--- src/inc/cic_pkg.sv ---
// Purpose: Constants and types for the core interrupt controller
// Assumes: 8-bit core, four-phase instruction cycle, AHB-Lite access
// Notes: Register offsets are byte addresses of aligned words
//
// What this block does
// RQ1 - Any reset leaves the global enable cleared, so nothing vectors.
// RQ2 - Redirect only with global and source enable, plus group enable for peripheral sources.
// RQ3 - A source flag sets on its event whatever the enables say.
// RQ4 - Taking an interrupt flushes the prefetched instruction, clears global enable.
// RQ5 - Entry pushes the program counter and copies core context to shadow.
// RQ6 - Entry ends by loading the program counter with the vector.
// RQ7 - Reset vector is address 0000h, interrupt vector is 0004h.
// RQ8 - With global enable clear events only flag; serviced once re-enabled.
// RQ9 - Return instruction pops the stack, restores context, sets global enable.
// RQ10 - Service code clears handled flags before returning, else re-entry.
// RQ11 - Service code finds the source by polling the flags.
// RQ12 - Synchronous sources reach the vector three or four instruction cycles later.
// RQ13 - Asynchronous sources reach the vector three to five cycles later.
// RQ14 - Flags live in control and three peripheral registers, enables alike.
// RQ15 - Pending is OR of flag AND enable, peripheral part group-gated, global-qualified.
package cic_pkg;
    localparam int AW = 8;
    localparam int PCW = 15;
    localparam int NPER = 3;
    localparam int STS_W = 3;
    localparam logic [1:0] PH_LAST = 2'h3;
    localparam logic [PCW-1:0] RESET_VEC = 15'h0000;
    localparam logic [PCW-1:0] IRQ_VEC = 15'h0004;
    // Register offsets
    localparam logic [AW-1:0] OFF_CTRL = 8'h00;
    localparam logic [NPER-1:0][AW-1:0] OFF_PF = {8'h0C, 8'h08, 8'h04};
    localparam logic [NPER-1:0][AW-1:0] OFF_PE = {8'h18, 8'h14, 8'h10};
    localparam logic [AW-1:0] OFF_STS = 8'h1C;
    localparam logic [AW-1:0] OFF_MSK = 8'h20;
    localparam logic [AW-1:0] OFF_STATE = 8'h24;
    // Control register fields
    localparam int GIE_B = 7;
    localparam int PERIPHERAL_GROUP_ENABLE_B = 6;
    localparam int CF_CHG = 0;
    localparam int CF_EXT = 1;
    localparam int CF_TMR = 2;
    localparam int CE_OFS = 3;
    localparam logic [2:0] CF_MASK = 3'h7;
    // Implemented bits of the peripheral registers
    localparam logic [NPER-1:0][7:0] PER_IMPL = {8'hFF, 8'hF9, 8'hFF};
    // Status bits
    localparam int ST_ENTRY = 0;
    localparam int ST_RETURN = 1;
    localparam int ST_DEFER = 2;
    localparam logic [7:0] RST_CTRL = 8'h00;
    localparam logic [31:0] RD_ZERO = 32'h0000_0000;
    typedef enum logic [1:0] {
        ENT_IDLE,
        ENT_FLUSH,
        ENT_SAVE,
        ENT_VECT
    } cic_ent_t;
endpackage

--- src/logic/cic_sync3.sv ---
// Purpose: Three-stage synchroniser with agreement filter
// Assumes: Input is asynchronous to mclk_i
// Notes: Output changes only when the last two stages agree
`timescale 1ns/1ps
module cic_sync3
    import cic_pkg::*;
(
    input wire logic mclk_i,
    input wire logic rst_i,
    input wire logic async_i,
    output logic level_o
);
    typedef struct packed {
        logic s1;
        logic s2;
        logic s3;
        logic lvl;
    } cic_sync_t;

    cic_sync_t st_ff;
    cic_sync_t nxt_st;

    always_comb
    begin
        nxt_st = st_ff;
        nxt_st.s1 = async_i;
        nxt_st.s2 = st_ff.s1;
        nxt_st.s3 = st_ff.s2;
        if (st_ff.s2 == st_ff.s3)
        begin
            nxt_st.lvl = st_ff.s3;
        end
    end

    always_ff @(posedge mclk_i)
    begin
        if (rst_i)
        begin
            st_ff <= '0;
        end
        else
        begin
            st_ff <= nxt_st;
        end
    end

    // Agreed level passes at once, saving one clock of pin latency
    assign level_o = (st_ff.s2 == st_ff.s3) ? st_ff.s3 : st_ff.lvl;
endmodule

--- src/logic/cic_top.sv ---
// Purpose: Core interrupt controller with AHB-Lite register access
// Assumes: Core decodes the return instruction and owns the stack
// Notes: One instruction cycle is four clocks; entry takes three
`timescale 1ns/1ps
module cic_top
    import cic_pkg::*;
#(
    parameter int CTX_W = 16
)
(
    input wire logic mclk_i,
    input wire logic rst_i,
    input wire logic hsel_i,
    input wire logic [31:0] haddr_i,
    input wire logic [1:0] htrans_i,
    input wire logic hwrite_i,
    input wire logic [2:0] hsize_i,
    input wire logic [31:0] hwdata_i,
    input wire logic hready_i,
    output logic [31:0] hrdata_o,
    output logic hreadyout_o,
    output logic hresp_o,
    input wire logic tmr_evt_i,
    input wire logic chg_evt_i,
    input wire logic ext_pin_i,
    input wire logic [8*NPER-1:0] periph_evt_i,
    input wire logic [PCW-1:0] cur_pc_i,
    input wire logic [CTX_W-1:0] ctx_i,
    input wire logic ret_instr_i,
    output logic flush_o,
    output logic push_o,
    output logic [PCW-1:0] push_pc_o,
    output logic shadow_save_o,
    output logic [CTX_W-1:0] shadow_ctx_o,
    output logic shadow_restore_o,
    output logic pop_o,
    output logic pc_load_o,
    output logic [PCW-1:0] pc_vector_o,
    output logic irq_o
);
    typedef struct packed {
        logic hready;
        logic [31:0] hrdata;
        logic hresp;
        logic dp_act;
        logic dp_wr;
        logic [AW-1:0] dp_addr;
        logic [7:0] ctrl;
        logic [NPER-1:0][7:0] pf;
        logic [NPER-1:0][7:0] pe;
        logic [STS_W-1:0] sts;
        logic [STS_W-1:0] msk;
        logic irq;
        cic_ent_t ent;
        logic [1:0] phase;
        logic flush;
        logic push;
        logic save;
        logic [PCW-1:0] pc_push;
        logic [CTX_W-1:0] shadow;
        logic restore;
        logic pop;
        logic pc_load;
        logic [PCW-1:0] pc_vec;
        logic boot;
        logic ext_prev;
    } cic_st_t;

    cic_st_t st_ff;
    cic_st_t nxt_st;
    logic ext_lvl;
    logic core_pend;
    logic per_pend;
    logic pend;
    logic [8*NPER-1:0] evt_m;

    function automatic logic [7:0] reg_rd(input cic_st_t s,
                                          input logic [AW-1:0] a,
                                          input logic p);
        logic [7:0] r;
        r = 8'h00;
        if (a == OFF_CTRL)
        begin
            r = s.ctrl;
        end
        if (a == OFF_STS)
        begin
            r = {5'h00, s.sts};
        end
        if (a == OFF_MSK)
        begin
            r = {5'h00, s.msk};
        end
        if (a == OFF_STATE)
        begin
            r = {3'h0, p, s.phase, s.ent};
        end
        for (int i = 0; i < NPER; i++)
        begin
            if (a == OFF_PF[i])
            begin
                r = s.pf[i];
            end
            if (a == OFF_PE[i])
            begin
                r = s.pe[i];
            end
        end
        return r;
    endfunction

    // RQ13 external pin synchronised
    cic_sync3 u_ext_sync (
        .mclk_i(mclk_i),
        .rst_i(rst_i),
        .async_i(ext_pin_i),
        .level_o(ext_lvl)
    );

    // RQ15 pending request
    assign core_pend = |(st_ff.ctrl[CE_OFS +: 3] & st_ff.ctrl[2:0]);
    assign per_pend = |(st_ff.pf & st_ff.pe);
    assign pend = st_ff.ctrl[GIE_B]
                  & (core_pend | (st_ff.ctrl[PERIPHERAL_GROUP_ENABLE_B] & per_pend));
    assign evt_m = periph_evt_i & PER_IMPL;

    always_comb
    begin
        nxt_st = st_ff;
        nxt_st.flush = 1'b0;
        nxt_st.push = 1'b0;
        nxt_st.save = 1'b0;
        nxt_st.restore = 1'b0;
        nxt_st.pop = 1'b0;
        nxt_st.pc_load = 1'b0;
        nxt_st.boot = 1'b0;
        nxt_st.hresp = 1'b0;
        nxt_st.ext_prev = ext_lvl;
        // RQ12 entry steps on instruction cycles
        nxt_st.phase = 2'(st_ff.phase + 2'h1);
        // RQ7 reset vector load
        if (st_ff.boot)
        begin
            nxt_st.pc_load = 1'b1;
            nxt_st.pc_vec = RESET_VEC;
        end
        // Bus address phase, one wait state
        if (st_ff.hready && hsel_i && htrans_i[1] && hready_i)
        begin
            nxt_st.dp_act = 1'b1;
            nxt_st.dp_wr = hwrite_i;
            nxt_st.dp_addr = haddr_i[AW-1:0];
            nxt_st.hready = 1'b0;
        end
        if (st_ff.dp_act)
        begin
            nxt_st.dp_act = 1'b0;
            nxt_st.hready = 1'b1;
            if (!st_ff.dp_wr)
            begin
                nxt_st.hrdata = {24'h000000, reg_rd(st_ff, st_ff.dp_addr, pend)};
            end
            else
            begin
                nxt_st.hrdata = RD_ZERO;
                // RQ14 flag and enable layout
                if (st_ff.dp_addr == OFF_CTRL)
                begin
                    nxt_st.ctrl = hwdata_i[7:0];
                end
                for (int i = 0; i < NPER; i++)
                begin
                    if (st_ff.dp_addr == OFF_PF[i])
                    begin
                        nxt_st.pf[i] = hwdata_i[7:0] & PER_IMPL[i];
                    end
                    if (st_ff.dp_addr == OFF_PE[i])
                    begin
                        nxt_st.pe[i] = hwdata_i[7:0] & PER_IMPL[i];
                    end
                end
                if (st_ff.dp_addr == OFF_STS)
                begin
                    nxt_st.sts = st_ff.sts & ~hwdata_i[STS_W-1:0];
                end
                if (st_ff.dp_addr == OFF_MSK)
                begin
                    nxt_st.msk = hwdata_i[STS_W-1:0];
                end
            end
        end
        // RQ3 flags set regardless of enables, set wins
        nxt_st.ctrl[CF_TMR] = nxt_st.ctrl[CF_TMR] | tmr_evt_i;
        nxt_st.ctrl[CF_CHG] = nxt_st.ctrl[CF_CHG] | chg_evt_i;
        // RQ13 edge of the synchronised pin
        nxt_st.ctrl[CF_EXT] = nxt_st.ctrl[CF_EXT]
                              | (ext_lvl & ~st_ff.ext_prev);
        for (int i = 0; i < NPER; i++)
        begin
            nxt_st.pf[i] = nxt_st.pf[i] | evt_m[8*i +: 8];
        end
        // RQ8 event held while globally disabled
        if (!st_ff.ctrl[GIE_B] && (tmr_evt_i || chg_evt_i || (|evt_m)
            || (ext_lvl && !st_ff.ext_prev)))
        begin
            nxt_st.sts[ST_DEFER] = 1'b1;
        end
        case (st_ff.ent)
            ENT_IDLE:
            begin
                // RQ9 return restores and re-enables
                if (ret_instr_i)
                begin
                    nxt_st.pop = 1'b1;
                    nxt_st.restore = 1'b1;
                    nxt_st.ctrl[GIE_B] = 1'b1;
                    nxt_st.sts[ST_RETURN] = 1'b1;
                end
                // RQ2 take only a qualified request
                else if (pend && st_ff.phase == PH_LAST)
                begin
                    // RQ4 flush and clear global enable
                    nxt_st.ent = ENT_FLUSH;
                    nxt_st.flush = 1'b1;
                    nxt_st.ctrl[GIE_B] = 1'b0;
                    nxt_st.sts[ST_ENTRY] = 1'b1;
                end
            end
            ENT_FLUSH:
            begin
                // RQ5 push and shadow save
                if (st_ff.phase == PH_LAST)
                begin
                    nxt_st.ent = ENT_SAVE;
                    nxt_st.push = 1'b1;
                    nxt_st.save = 1'b1;
                    nxt_st.pc_push = cur_pc_i;
                    nxt_st.shadow = ctx_i;
                end
            end
            ENT_SAVE:
            begin
                if (st_ff.phase == PH_LAST)
                begin
                    nxt_st.ent = ENT_VECT;
                end
            end
            ENT_VECT:
            begin
                // RQ6 load the interrupt vector
                if (st_ff.phase == PH_LAST)
                begin
                    nxt_st.ent = ENT_IDLE;
                    nxt_st.pc_load = 1'b1;
                    nxt_st.pc_vec = IRQ_VEC;
                end
            end
            default:
            begin
                nxt_st.ent = ENT_IDLE;
            end
        endcase
        nxt_st.irq = |(nxt_st.sts & nxt_st.msk);
    end

    always_ff @(posedge mclk_i)
    begin
        if (rst_i)
        begin
            // RQ1 global enable cleared on reset
            st_ff <= '0;
            st_ff.ctrl <= RST_CTRL;
            st_ff.hready <= 1'b1;
            st_ff.ent <= ENT_IDLE;
            st_ff.boot <= 1'b1;
            st_ff.pc_vec <= RESET_VEC;
        end
        else
        begin
            st_ff <= nxt_st;
        end
    end

    assign hrdata_o = st_ff.hrdata;
    assign hreadyout_o = st_ff.hready;
    assign hresp_o = st_ff.hresp;
    assign flush_o = st_ff.flush;
    assign push_o = st_ff.push;
    assign push_pc_o = st_ff.pc_push;
    assign shadow_save_o = st_ff.save;
    assign shadow_ctx_o = st_ff.shadow;
    assign shadow_restore_o = st_ff.restore;
    assign pop_o = st_ff.pop;
    assign pc_load_o = st_ff.pc_load;
    assign pc_vector_o = st_ff.pc_vec;
    assign irq_o = st_ff.irq;
endmodule

--- config.mk ---
export PLATFORM = sky130hd
export DESIGN_NAME = cic_top
export DESIGN_NICKNAME = d
export VERILOG_FILES = /design/src/inc/cic_pkg.sv /design/src/logic/cic_sync3.sv /design/src/logic/cic_top.sv
export SDC_FILE = /design/constraint.sdc
export NUM_CORES = 1
export LEC_CHECK = 0
export BUFFER_PORTS_ARGS = -buffer_cell sky130_fd_sc_hd__buf_2
export CAP_MARGIN = 20
export CORE_MARGIN = 2
export CORE_UTILIZATION = 40
export CTS_BUF_LIST = sky130_fd_sc_hd__clkbuf_8
export CTS_CLUSTER_SIZE = 14
export DETAILED_ROUTE_END_ITERATION = 10
export PLACE_DENSITY_LB_ADDON = 0.2
export SKIP_LAST_GASP = 1
export SLEW_MARGIN = 30
export SYNTH_ARGS = -nofsm -noshare
export SYNTH_HDL_FRONTEND = slang
export SYNTH_SLANG_ARGS = --single-unit
--- constraint.sdc ---
create_clock -name mclk_i -period 2.38 [get_ports mclk_i]
set_clock_uncertainty 0.05 [all_clocks]
set_input_delay 0.119 -clock mclk_i [delete_from_list [all_inputs] [get_ports mclk_i]]
set_output_delay 0.119 -clock mclk_i [all_outputs]
set_load 0.01 [all_outputs]
# Word level (Yosys, flattened, before mapping)
# Index checks and enable logic that the tools add are counted.
[word_totals] ff_bits=166 latch_bits=0 ramBits=0 rom_bits=0 output_inout_bits=87 memories=0
[classes] add_sub_neg=1 n_mul=0 n_div=0 magnitude_cmp=0 eq_ne=19 shifts=0 mux=44 bitwise=18 reduce_logical=27
[op_table] cell="two-way mux 8 bit" count=18
[op_table] cell="two-way mux 62 bit" count=2
[op_table] cell="two-way mux 16 bit" count=3
[op_table] cell="two-way mux 33 bit" count=1
[op_table] cell="== test 8 x 5 -> 1 bit (second input constant)" count=4
[op_table] cell="AND 24 bit" count=1
[op_table] cell="OR 8 bit" count=3
[op_table] cell="OR reduction 24 bit" count=1
[op_table] cell="OR reduction 22 bit" count=1
[op_table] cell="== test 8 x 4 -> 1 bit (second input constant)" count=2
[op_table] cell="== test 8 x 6 -> 1 bit (second input constant)" count=2
[op_table] cell="two-way mux 2 bit" count=8
[op_table] cell="AND reduction 3 bit" count=4
[op_table] cell="!= test 2 bit (second input constant)" count=5
[op_table] cell="AND 3 bit" count=3
[op_table] cell="two-way mux 1 bit" count=9
[op_table] cell="OR reduction 3 bit" count=3
[op_table] cell="== test 8 x 3 -> 1 bit (second input constant)" count=1
[op_table] cell="zero test 8 bit" count=1
[op_table] cell="one-hot mux 2 bit (4 select lines)" count=1
[op_table] cell="== test 2 bit (second input constant)" count=3
[op_table] cell="logical AND 1 bit" count=6
[op_table] cell="two-way mux 3 bit" count=2
[op_table] cell="OR reduction 2 bit" count=3
[op_table] cell="12 further kinds" count=22

# Depth between registers and ports, before layout
# Gate-level depths: netlist of run 1.
[logic_depth] ltp_word=13 ltp_mapped=7 ltp_nobuf=7

# Modules after synthesis
# Synthesis of run 1 repeated with hierarchy kept, for this count alone.
[hier_totals] cells_unflattened=786 area_unflattened_um2=6618.8
[modules_own_cells] mod="cic_top" n_inst=1 cells_per_inst=777 area_per_inst_um2=6495.0 seq_area_each_um2=2682.6
[modules_own_cells] mod="cic_sync3" n_inst=1 cells_per_inst=9 area_per_inst_um2=123.9 seq_area_each_um2=80.1

# Worst setup path before layout of run 1
# OpenSTA, ideal clock, no wires.
[synth_path] path_kind="flip-flop to flip-flop" start="reg st_ff[126] (netlist name)" end="reg st_ff, in the netlist hrdata_o[0]" setup_time_ns=0.114 arrival_ns=1.754 slack_ns=0.462 stages_incl_launch_ff=8 path_buffers=2 synth_period_minus_slack_ns=1.918 path_cell_list="dfxtp_1 -> buf_6 -> or4_4 -> buf_6 -> o31a_1 -> o221a_2 -> a22o_1 -> a21o_1"
[synth_via] elab_chain_cells=12 elab_cells_between_ends=21 classes_between="eq/ne: 9; mux: 11; reduce/logical: 1"
[synth_rtl] element="from (decl)" line_no="cic_top.sv:69" text="cic_st_t st_ff;"
[synth_rtl] element="from (signal assigned)" line_no="cic_top.sv:280" text="st_ff <= nxt_st;"
[synth_rtl] element="zero test 8 bit" line_no="cic_top.sv:82" text="if (a == OFF_CTRL)"
[synth_rtl] element="two-way mux 8 bit" line_no="cic_top.sv:82"
[synth_rtl] element="two-way mux 8 bit" line_no="cic_top.sv:86" text="if (a == OFF_STS)"
[synth_rtl] element="two-way mux 8 bit" line_no="cic_top.sv:90" text="if (a == OFF_MSK)"
[synth_rtl] element="two-way mux 8 bit" line_no="cic_top.sv:94" text="if (a == OFF_STATE)"
[synth_rtl] element="two-way mux 8 bit" line_no="cic_top.sv:100" text="if (a == OFF_PF[i])"
[synth_rtl] element="two-way mux 8 bit" line_no="cic_top.sv:104" text="if (a == OFF_PE[i])"
[synth_rtl] element="two-way mux 8 bit" line_no="cic_top.sv:100"
[synth_rtl] element="two-way mux 8 bit" line_no="cic_top.sv:104"
[synth_rtl] element="two-way mux 8 bit" line_no="cic_top.sv:100"
[synth_rtl] element="two-way mux 8 bit (*)" line_no="cic_top.sv:104"
[synth_rtl] element="two-way mux 8 bit (*)" line_no="cic_top.sv:159" text="if (!st_ff.dp_wr)"
# Mark *: on every way between the ends. The rest lies on a longest branch, timed or not.
# A chain may end at the register's enable or synchronous reset.

# Worst setup path in the final report of run 1
[layout_path] start="reg st_ff[124] (netlist name)" end="reg st_ff[115] (netlist name)"
[layout_via] elab_chain_cells=5
[layout_rtl] element="zero test 8 bit" line_no="cic_top.sv:167" text="if (st_ff.dp_addr == OFF_CTRL)"
[layout_rtl] element="two-way mux 8 bit" line_no="cic_top.sv:167"
[layout_rtl] element="two-way mux 62 bit" line_no="cic_top.sv:159"
[layout_rtl] element="two-way mux 62 bit" line_no="cic_top.sv:155" text="if (st_ff.dp_act)"
[layout_rtl] element="OR 1 bit" line_no="cic_top.sv:193" text="nxt_st.ctrl[CF_TMR] = nxt_st.ctrl[CF_TMR] | tmr_evt_i;"
# Every way passes these cells.

==> flow_summary.toml, run 1 <==
[run_status]
status = "finished, final reports clean"

[placement]
dp_hpwl_um = 13120
portBuffers = 140
gp_congestion = 0.8974
placedCellCount = 1088

[timing]
relSlewSlack_pct = 56.07
setup_viol = 0
min_period_ns = 2.271
slew_viol_final = 0
grt_setup_unrepaired = "false"
hold_viol = 0
tightestPinTransition_ns = 0.6530
fin_crit_sh_pct = 95.44
max_freq_mhz = 440.2
tns_ns = 0

[clock_tree]
cts-buffers-inserted = 17
clk_latency_ns = 0.46
clockBufferDepth = 2
clock-sinks = 137
cts_tree = "yes"
clk_pin_slew_ns = 0.07
cts_root_buffer = "clkbuf_8"
htreeDepth = 4

[yosys]
yosys.area.top_type_share_pct = 41.28
synth_commonest_cells = "141 x nand2_1, 137 x dfxtp_1, 105 x a21oi_1"
ys.warnings.count = 0
dominantRegCellSynth = "dfxtp_1"
synth_area_sq_mm = 0.006644
async_flop_share_pct = 0
synth_cell_types = 65
synth-edff-count = 0
yosysSeqAreaShare_pct = 41.28
synth_area_leaders = "dfxtp_1 41%, buf_4 9.4%, nand2_1 8.0%, a21oi_1 7.9%, mux2i_1 5.9%"
ys_ff_latch = 137
netlist_instances = 801
syn_avg_cell_area_sq_um = 8.294
yosys.area.top_type = "dfxtp_1"
synth_most_common_cell = "nand2_1"

[power]
pwr-share-seq_pct = 52.8
irDropWorstVdd_mv = 0.3379
switching_power_uw = 1189
power_density_mw_per_mm2 = 551.3
power.leakage_uw = 0.003672
power_frac_comb_pct = 10.8
internal-power_uw = 3350
swShare_pct = 26.19
pwr-share-clk_pct = 36.4

[global_routing]
grt_max_degree = 60
antenna_found_initial = 0
met3_usage_pct = 6.322
grt_most_used_layer = "met2"
grt-ovfl-total = 0
grtUsageTotal_pct = 21.78
grt.met1_usage_pct = 27.97
grt_pass1_vias = 5712
grt_pass1_wl_um = 30130
grt_use_met2_pct = 35.32

[detailed_routing]
first_iter_violations = 421
vias = 6005
wl_um = 19030
drc = 0
avgRoutedWirePerCell_um = 15.90
viasPerCell = 5.017
ant_nets = 0
first_pass_iters = 5

[finish]
diodes = 0
multi_input_area_sq_mm = 0.003087
nNetsFinal = 1104
area_growth_pct = 23.92
regArea_sq_mm = 0.002743
final_util_pct = 50.18
fill_cells = 1622
drive_gt1_share_pct = 22.01
finalNonFillerCells = 1197

[die]
rows = 47
core_region_area_sq_mm = 0.01641
start_util_pct = 40.49
ios = 220
chipHeight_um = 132.9
fp.dieArea_sq_mm = 0.01766
fp.dieW_um = 132.9

[critical_path]
critPathCaptureType = "flip-flop"
path_max_fanout = 8
cp.required_ns = 2.67
cp.arrival_ns = 2.56
cp-start-kind = "flip-flop"
critPathKind = "reg2reg"

[worst_hold_path]
worstHoldPathType = "in2reg"

[flow_run]
cap_violations = 0
==> worst paths after layout <==
check                             from  slack (ns)                    to  cells after the start
setup / recovery            st_ff[124]        0.11            st_ff[115]                      6
hold / removal                hready_i        0.17            st_ff[130]                      3
setup reg to reg            st_ff[124]        0.11            st_ff[115]                      6
hold reg to reg   u_ext_sync.nxt_st[2]        0.40  u_ext_sync.nxt_st[1]                      1
==> through the flow <==
| stage | power [uW] | hold WS [ns] | setup WS (ns) | instance area, sq um |
|---|---|---|---|---|
| finish | 4539 | 0.1674 | 0.1085 | 8233 |
| floorplan | 2680 | 0.09672 | 0.4620 | 6734 |
| CTS | 4574 | 0.1550 | 0.1073 | 8205 |
| global placement | 2827 | 0.2937 | 0.3306 | 7109 |
| detailed placement | 2828 | 0.2883 | 0.3264 | 7111 |
| global route | 4740 | 0.1915 | 0.002119 | 8233 |
==> critical path, cell delays in order (launching register included) <==
cell           delay, ns
dfxtp_1             0.41
nor4_4              0.54
nand3_1             0.21
buf_4               0.21
nand2_1             0.06
a31oi_1             0.08
dlygate4sd3_1       0.59
==> cells by family (layout without fill, tap and decap cells) <==
family,after synthesis,after routing,share of synthesized area (%)
flops,137,137,41.28
mux,39,39,5.876
buf+inv,154,306,13.77
simple gates,282,282,21.71
compound gates,182,182,16.18
fa+ha+maj,6,6,1.130
other cells,1,25,0.05644
==> state kept, by name, indices dropped and copies added, names as in the netlist <==
name	flops
u_ext_sync.st_ff	1
shadow_ctx_o	16
hreadyout_o	1
pc_vector_o	15
st_ff	74
push_pc_o	15
irq_o	1
u_ext_sync.nxt_st	2
flush_o	1
push_o	1
pc_load_o	1
hrdata_o	8
shadow_restore_o	1
==> timing repair <==
action                     CTS  global route
hold buffers                76             0
resized for setup            0             3
setup buffers                0             2
hold endpoints to repair    92             0
setup endpoints to repair    0             1
==> power groups by stage <==
stage,combinational [uW],clock [uW],sequential (uW)
after floorplan,259,0,2420
after global placement,379,0,2450
after detailed placement,380,0,2450
after CTS,478,1700,2390
after global routing,536,1800,2400
final,490,1650,2400
==> per-layer routing <==
| layer | share of wire, % | vias to the layer above |
|---|---|---|
| met4 | 2.1 | 0 |
| met5 | 0 | - |
| met3 | 6.9 | 31 |
| met2 | 46 | 228 |
| met1 | 45 | 2787 |
| li1 | - | 2959 |
==> area by class of cell <==
| type | instances | share of cell area (%) |
|---|---|---|
| Sequential cell | 137 | 33.31 |
| Multi-Input combinational cell | 534 | 37.49 |
| Tap cell | 220 | 3.343 |
| Inverter | 31 | 1.413 |
| Clock buffer | 20 | 3.343 |
| Clock inverter | 11 | 0.7143 |
| Timing Repair Buffer | 244 | 20.38 |
==> cell usage in the layout (no fill, tap or decap), drive strengths merged, types with 4 or more instances in the layout <==
cell / netlist / layout
o21ai: 19 / 19
ha: 6 / 6
dlygate4sd3: 0 / 76
inv: 31 / 34
nand4: 5 / 5
nand3: 20 / 20
conb: 1 / 25
nand2b: 12 / 12
nor4b: 5 / 5
nor4: 8 / 8
nor3: 11 / 11
dfxtp: 137 / 137
clkinv: 0 / 5
nor2: 33 / 33
and2: 17 / 17
nand2: 143 / 143
a22oi: 15 / 15
mux2i: 39 / 39
clkbuf: 27 / 20
o21a: 4 / 4
a21oi: 105 / 105
nor2b: 9 / 9
buf: 96 / 168
a31oi: 6 / 6
No activity file was read; power rests on OpenSTA's default activity.
==> run 2: changes to the inputs <==
CTS_CLUSTER_DIAMETER = 200   (was not set)
SYNTH_HIERARCHICAL = 1   (was not set)
==> run 2 against run 1 <==
Effect of this change: non-clock buffer count up 2; sequential share of layout area down 0.25 points; synthesized cell count down 1.9%; critical path depth up 1; global-route usage down 0.61 points; largest power group unchanged.
==> flow_summary.toml, run 2 <==
[placement]
gp_congestion = 0.9431
dpl-instance-area_sq_mm = 0.007101
placedCellCount = 1073
portBuffers = 140
dp_hpwl_um = 12900

[global_routing]
grt_use_met2_pct = 32.70
grt_max_degree = 61
grt_pass1_vias = 5551
grtUsageTotal_pct = 21.17
grt-ovfl-total = 0
antenna_found_initial = 0
grt_pass1_wl_um = 29480
met3_usage_pct = 4.176
grt.met1_usage_pct = 30.17
grt_most_used_layer = "met2"

[critical_path]
path_common_cell = "buf_4"
ff2ff_setup_slack_ns = 0.25
cpMaxStageDelayCell = "or4b_2"
critPathCapture = "hrdata_o[4]"
path_max_fanout = 12
cp.arrival_ns = 2.45
rr_worst_depth = 7
crit_cells = 7
cp-start-kind = "flip-flop"
critPathKind = "reg2reg"
reg2reg_from = "st_ff[125]"
timing.rr.end = "hrdata_o[4]"
critPathCaptureType = "flip-flop"
startpoint = "st_ff[125]"
path_buf_inv = 2
path_cells = "buf_4, buf_4, or4b_2, nor2_1, o21a_1, o221ai_1, a22oi_1"
critPathTopFamily = "simple AND/OR/NAND/NOR gates"
max_stage_delay_ns = 0.63
cp.required_ns = 2.70

[timing]
slew_viol_final = 0
setup_viol = 0
min_period_ns = 2.129
hold_viol = 0
tns_ns = 0
max_freq_mhz = 469.7
fin_crit_sh_pct = 89.46
grt_setup_unrepaired = "false"
whs_ns = 0.04337
tightestPinTransition_ns = 0.8234
relSlewSlack_pct = 44.99

[yosys]
syn_avg_cell_area_sq_um = 8.421
netlist_instances = 786
synth_most_common_cell = "dfxtp_1"
synth_area_leaders = "dfxtp_1 42%, buf_4 9.2%, nand2_1 7.3%, mux2i_1 7.0%, a21oi_1 6.6%"
yosysSeqAreaShare_pct = 41.74
yosys.area.top_type = "dfxtp_1"
yosys.area.top_type_share_pct = 41.74
synth_commonest_cells = "138 x dfxtp_1, 129 x nand2_1, 87 x a21oi_1"
synth_cell_types = 68
dominantRegCellSynth = "dfxtp_1"
synth_area_sq_mm = 0.006619
synth-edff-count = 0
async_flop_share_pct = 0
ys.warnings.count = 6
ys_ff_latch = 138

[die]
fp.dieW_um = 132.6
ios = 220
fp.dieArea_sq_mm = 0.01759
core_region_area_sq_mm = 0.01635
start_util_pct = 40.49
chipHeight_um = 132.6
rows = 47

[finish]
final_util_pct = 51.11
layout.cells.most_common_list = "139 x buf_2, 138 x dfxtp_1, 129 x nand2_1"
drive_gt1_share_pct = 22.31
final_area_sq_mm = 0.008356
regMostFlops = "st_ff"
nNetsFinal = 1094
largest_register_ffs = 74
finalNonFillerCells = 1188
diodes = 0
layout_commonest_cell = "buf_2"
area_growth_pct = 26.24

[clock_tree]
clk_pin_slew_ns = 0.09
cts-buffers-inserted = 17
clockBufferDepth = 2
htreeDepth = 4
clk_latency_ns = 0.45
cts_tree = "yes"
cts_root_buffer = "clkbuf_8"
clock-sinks = 138

[worst_hold_path]
hold_start = "hwdata_i[0]"
hold_depth = 3
worstHoldPathType = "in2reg"

[detailed_routing]
first_pass_iters = 5
drc = 0
vias = 5971
avgRoutedWirePerCell_um = 15.68
wl_um = 18630
ant_nets = 0
viasPerCell = 5.026
first_iter_violations = 361

[power]
pwr-share-clk_pct = 40.9
irDropWorstVdd_mv = 0.3112
pwr-share-seq_pct = 49.2
power_frac_comb_pct = 9.9
internal-power_uw = 3606
power_density_mw_per_mm2 = 587.3
power.leakage_uw = 0.003596
switching_power_uw = 1301
swShare_pct = 26.52

[flow_run]
cap_violations = 0

[run_status]
status = "finished, final reports clean"
## run 2: per-stage QoR
| step | total power (uW) | worst slack (ns) |
|---|---|---|
| after floorplan | 2691 | 0.3740 |
| after global placement | 2842 | 0.1786 |
| after detailed placement | 2842 | 0.1857 |
| after CTS | 4969 | 0.1461 |
| after global routing | 5116 | 0.08154 |
| final | 4907 | 0.2509 |
## run 2: kinds of logic after synthesis
family | after synthesis | share of synthesized area (%)
flip-flops | 138 | 41.74
other | 1 | 0.05666
AND/OR/NAND/NOR | 263 | 19.49
adder cells (fa/ha/maj) | 7 | 1.304
AO/OA/AOI/OAI | 178 | 16.92
buffers and inverters | 153 | 13.53
multiplexers | 46 | 6.956
## run 2: power groups by stage
stage	Combinational, uW	Sequential (uW)	Clock (uW)
floorplan	251	2440	0
global placement	379	2460	0
finish	485	2410	2010
global route	528	2420	2170
detailed placement	377	2460	0
CTS	478	2410	2080
## run 2: final cells by class
type	instances	area, sq um
Multi-Input combinational cell	519	3057
Clock inverter	13	156.4
Timing Repair Buffer	246	1719
Fill cell	1625	7993
Inverter	33	123.9
Sequential cell	138	2763
Clock buffer	19	261.5
Tap cell	220	275.3
## run 2: worst min-delay path by stage
stage | to
after global placement | u_ext_sync/nxt_st[2]
after global routing | st_ff[65]
final | st_ff[65]
after CTS | st_ff[65]
after floorplan | st_ff[1]
after detailed placement | u_ext_sync/nxt_st[2]
## run 2: what timing repair did
action                                  CTS  global route
endpoints found under the hold margin    88             0
gates resized for setup                   0             1
setup buffers                             0             0
hold buffers                             83             0
endpoints found under the setup margin    0            16
## run 2: worst reg2reg max path, delay by kind of cell (launching register included)
kind                   cells  cell delay [ns]
AOI/OAI and AO/OA          3             0.51
DFF                        1             0.39
and+or+nand+nor            2             0.75
buffers and inverters      2             0.37
## run 2: routing by layer
layer / up-vias / routed length [um]
li1: 2949 / -
met1: 2793 / 8906
met2: 216 / 8415
met3: 13 / 1166
met4: 0 / 144
met5: - / 0
==> run 3: changes to the inputs <==
==> constraint.sdc (replaced) <==
create_clock -name mclk_i -period 2.38 [get_ports mclk_i]
set_clock_uncertainty 0.05 [all_clocks]
set_input_delay 0.714 -clock mclk_i [delete_from_list [all_inputs] [get_ports mclk_i]]
set_output_delay 0.714 -clock mclk_i [all_outputs]
set_load 0.01 [all_outputs]
==> run 3 against run 2 <==
Effect of this change: sequential power hardly changed; final cell count is 7.0% lower; total power fell by 4.8%; flip-flop and latch count did not move; clock-buffer cell count fell by 2; combinational power is 20% lower; setup slack worse by 0.056 ns; wire length down 5.6%; critical endpoint is now st_ff[102]; largest cell class unchanged.
==> flow_summary.toml, run 3 (synthesis results as in run 2) <==
[run_status]
status = "finished, final reports clean"

[critical_path]
critPathKind = "reg2reg"
cp-start-kind = "flip-flop"
critPathCaptureType = "flip-flop"
cp.required_ns = 2.67
startpoint = "st_ff[121]"
cp.arrival_ns = 2.48
path_max_fanout = 9
rr_worst_depth = 5
reg2reg_from = "st_ff[121]"

[worst_hold_path]
worstHoldPathType = "reg2reg"
hold_start = "u_ext_sync/nxt_st[2]"
hold_depth = 1

[clock_tree]
clockBufferDepth = 2
clk_latency_ns = 0.46
cts_root_buffer = "clkbuf_8"
cts_tree = "yes"
cts-buffers-inserted = 17
clk_pin_slew_ns = 0.09
cts_setup_buffers = 0
clock-sinks = 138
htreeDepth = 4
hold_buffers = 0

[die]
start_util_pct = 40.49
rows = 47
ios = 220
fp.dieArea_sq_mm = 0.01759
chipHeight_um = 132.6
core_region_area_sq_mm = 0.01635
fp.dieW_um = 132.6

[power]
irDropWorstVdd_mv = 0.3145
swShare_pct = 29.43
switching_power_uw = 1375
power_frac_comb_pct = 8.4
internal-power_uw = 3296
power_density_mw_per_mm2 = 621.5
power.leakage_uw = 0.003227
pwr-share-seq_pct = 51.7
power_uw = 4671
pwr-share-clk_pct = 39.9

[finish]
area_growth_pct = 13.55
layout.cells.most_common_list = "139 x buf_2, 138 x dfxtp_1, 129 x nand2_1"
drive_gt1_share_pct = 24.41
largest_register_ffs = 74
multi_input_area_sq_mm = 0.003057
regMostFlops = "st_ff"
layout_commonest_cell = "buf_2"
nNetsFinal = 1011
diodes = 0
fill_cells = 1722
regArea_sq_mm = 0.002763

[detailed_routing]
first_iter_violations = 385
viasPerCell = 5.062
ant_nets = 0
first_pass_iters = 5
wl_um = 17590
vias = 5593
drc = 0
avgRoutedWirePerCell_um = 15.92

[global_routing]
grt_pass1_vias = 4971
grtUsageTotal_pct = 19.90
grt_pass1_wl_um = 27390
antenna_found_initial = 0
grt-ovfl-total = 0
grt_max_degree = 63

[placement]
dp_hpwl_um = 12890
portBuffers = 140
gp_congestion = 0.9085

[timing]
tns_ns = 0
fin_crit_sh_pct = 91.79
grt_setup_unrepaired = "false"
hold_viol = 0
setup_viol = 0
tightestPinTransition_ns = 0.6782
relSlewSlack_pct = 54.69
slew_viol_final = 0
min_period_ns = 2.185
max_freq_mhz = 457.7

[flow_run]
cap_violations = 0
## run 3: what timing repair did
action | 4_1_cts | 5_1_grt
hold endpoints to repair | 0 | 0
gates resized for setup | 0 | 1
endpoints found under the setup margin | 0 | 1
## run 3: metrics by stage
step / util, % / instance area (sq um) / instances / hold WS [ns] / setup slack [ns]
floorplan: - / 6709 / 810 / 0.3638 / 0.3403
global placement: 43.59 / 7126 / 1073 / 0.3687 / 0.1291
detailed placement: 43.59 / 7126 / 1073 / 0.3798 / 0.1496
CTS: 45.94 / 7510 / 1105 / 0.3825 / 0.2242
global route: 45.97 / 7516 / 1105 / 0.3932 / 0.01008
finish: 45.97 / 7516 / 1105 / 0.3994 / 0.1954
## run 3: final timing paths
kind | endpoint | slack (ns)
setup / recovery | st_ff[102] | 0.20
hold / removal | u_ext_sync/nxt_st[1] | 0.40
setup reg to reg | st_ff[102] | 0.20
hold reg to reg | u_ext_sync/nxt_st[1] | 0.40
## run 3: metal layers
| metal | up-vias | GRT usage [%] | wire [um] |
|---|---|---|---|
| li1 | 2782 | - | - |
| met1 | 2538 | 28.97 | 8459 |
| met2 | 238 | 28.61 | 7304 |
| met3 | 35 | 4.559 | 1389 |
| met4 | 0 | 7.288 | 437 |
| met5 | - | 0 | 0 |
## run 3: power by group through the flow
stage                     sequential (uW)  clock (uW)  combinational (uW)
after floorplan                      2440           0                 251
after global placement               2460           0                 387
after detailed placement             2470           0                 385
after CTS                            2410        1920                 387
after global routing                 2420        2020                 426
final                                2410        1870                 390
## run 3: area by class of cell
class / instances / area share [%]
clock buffers: 17 / 3.113
multi-input cells: 519 / 40.67
well taps: 220 / 3.662
clock inverters: 15 / 1.998
flip-flops and latches: 138 / 36.76
repair buffers: 163 / 12.15
inverters: 33 / 1.648
## run 3: critical path, cell delays in order (launching register included)
cell,delay (ns)
dfxtp_1,0.38
or3b_2,0.62
nor3_1,0.37
nand2_1,0.32
mux2i_1,0.24
a21oi_1,0.08
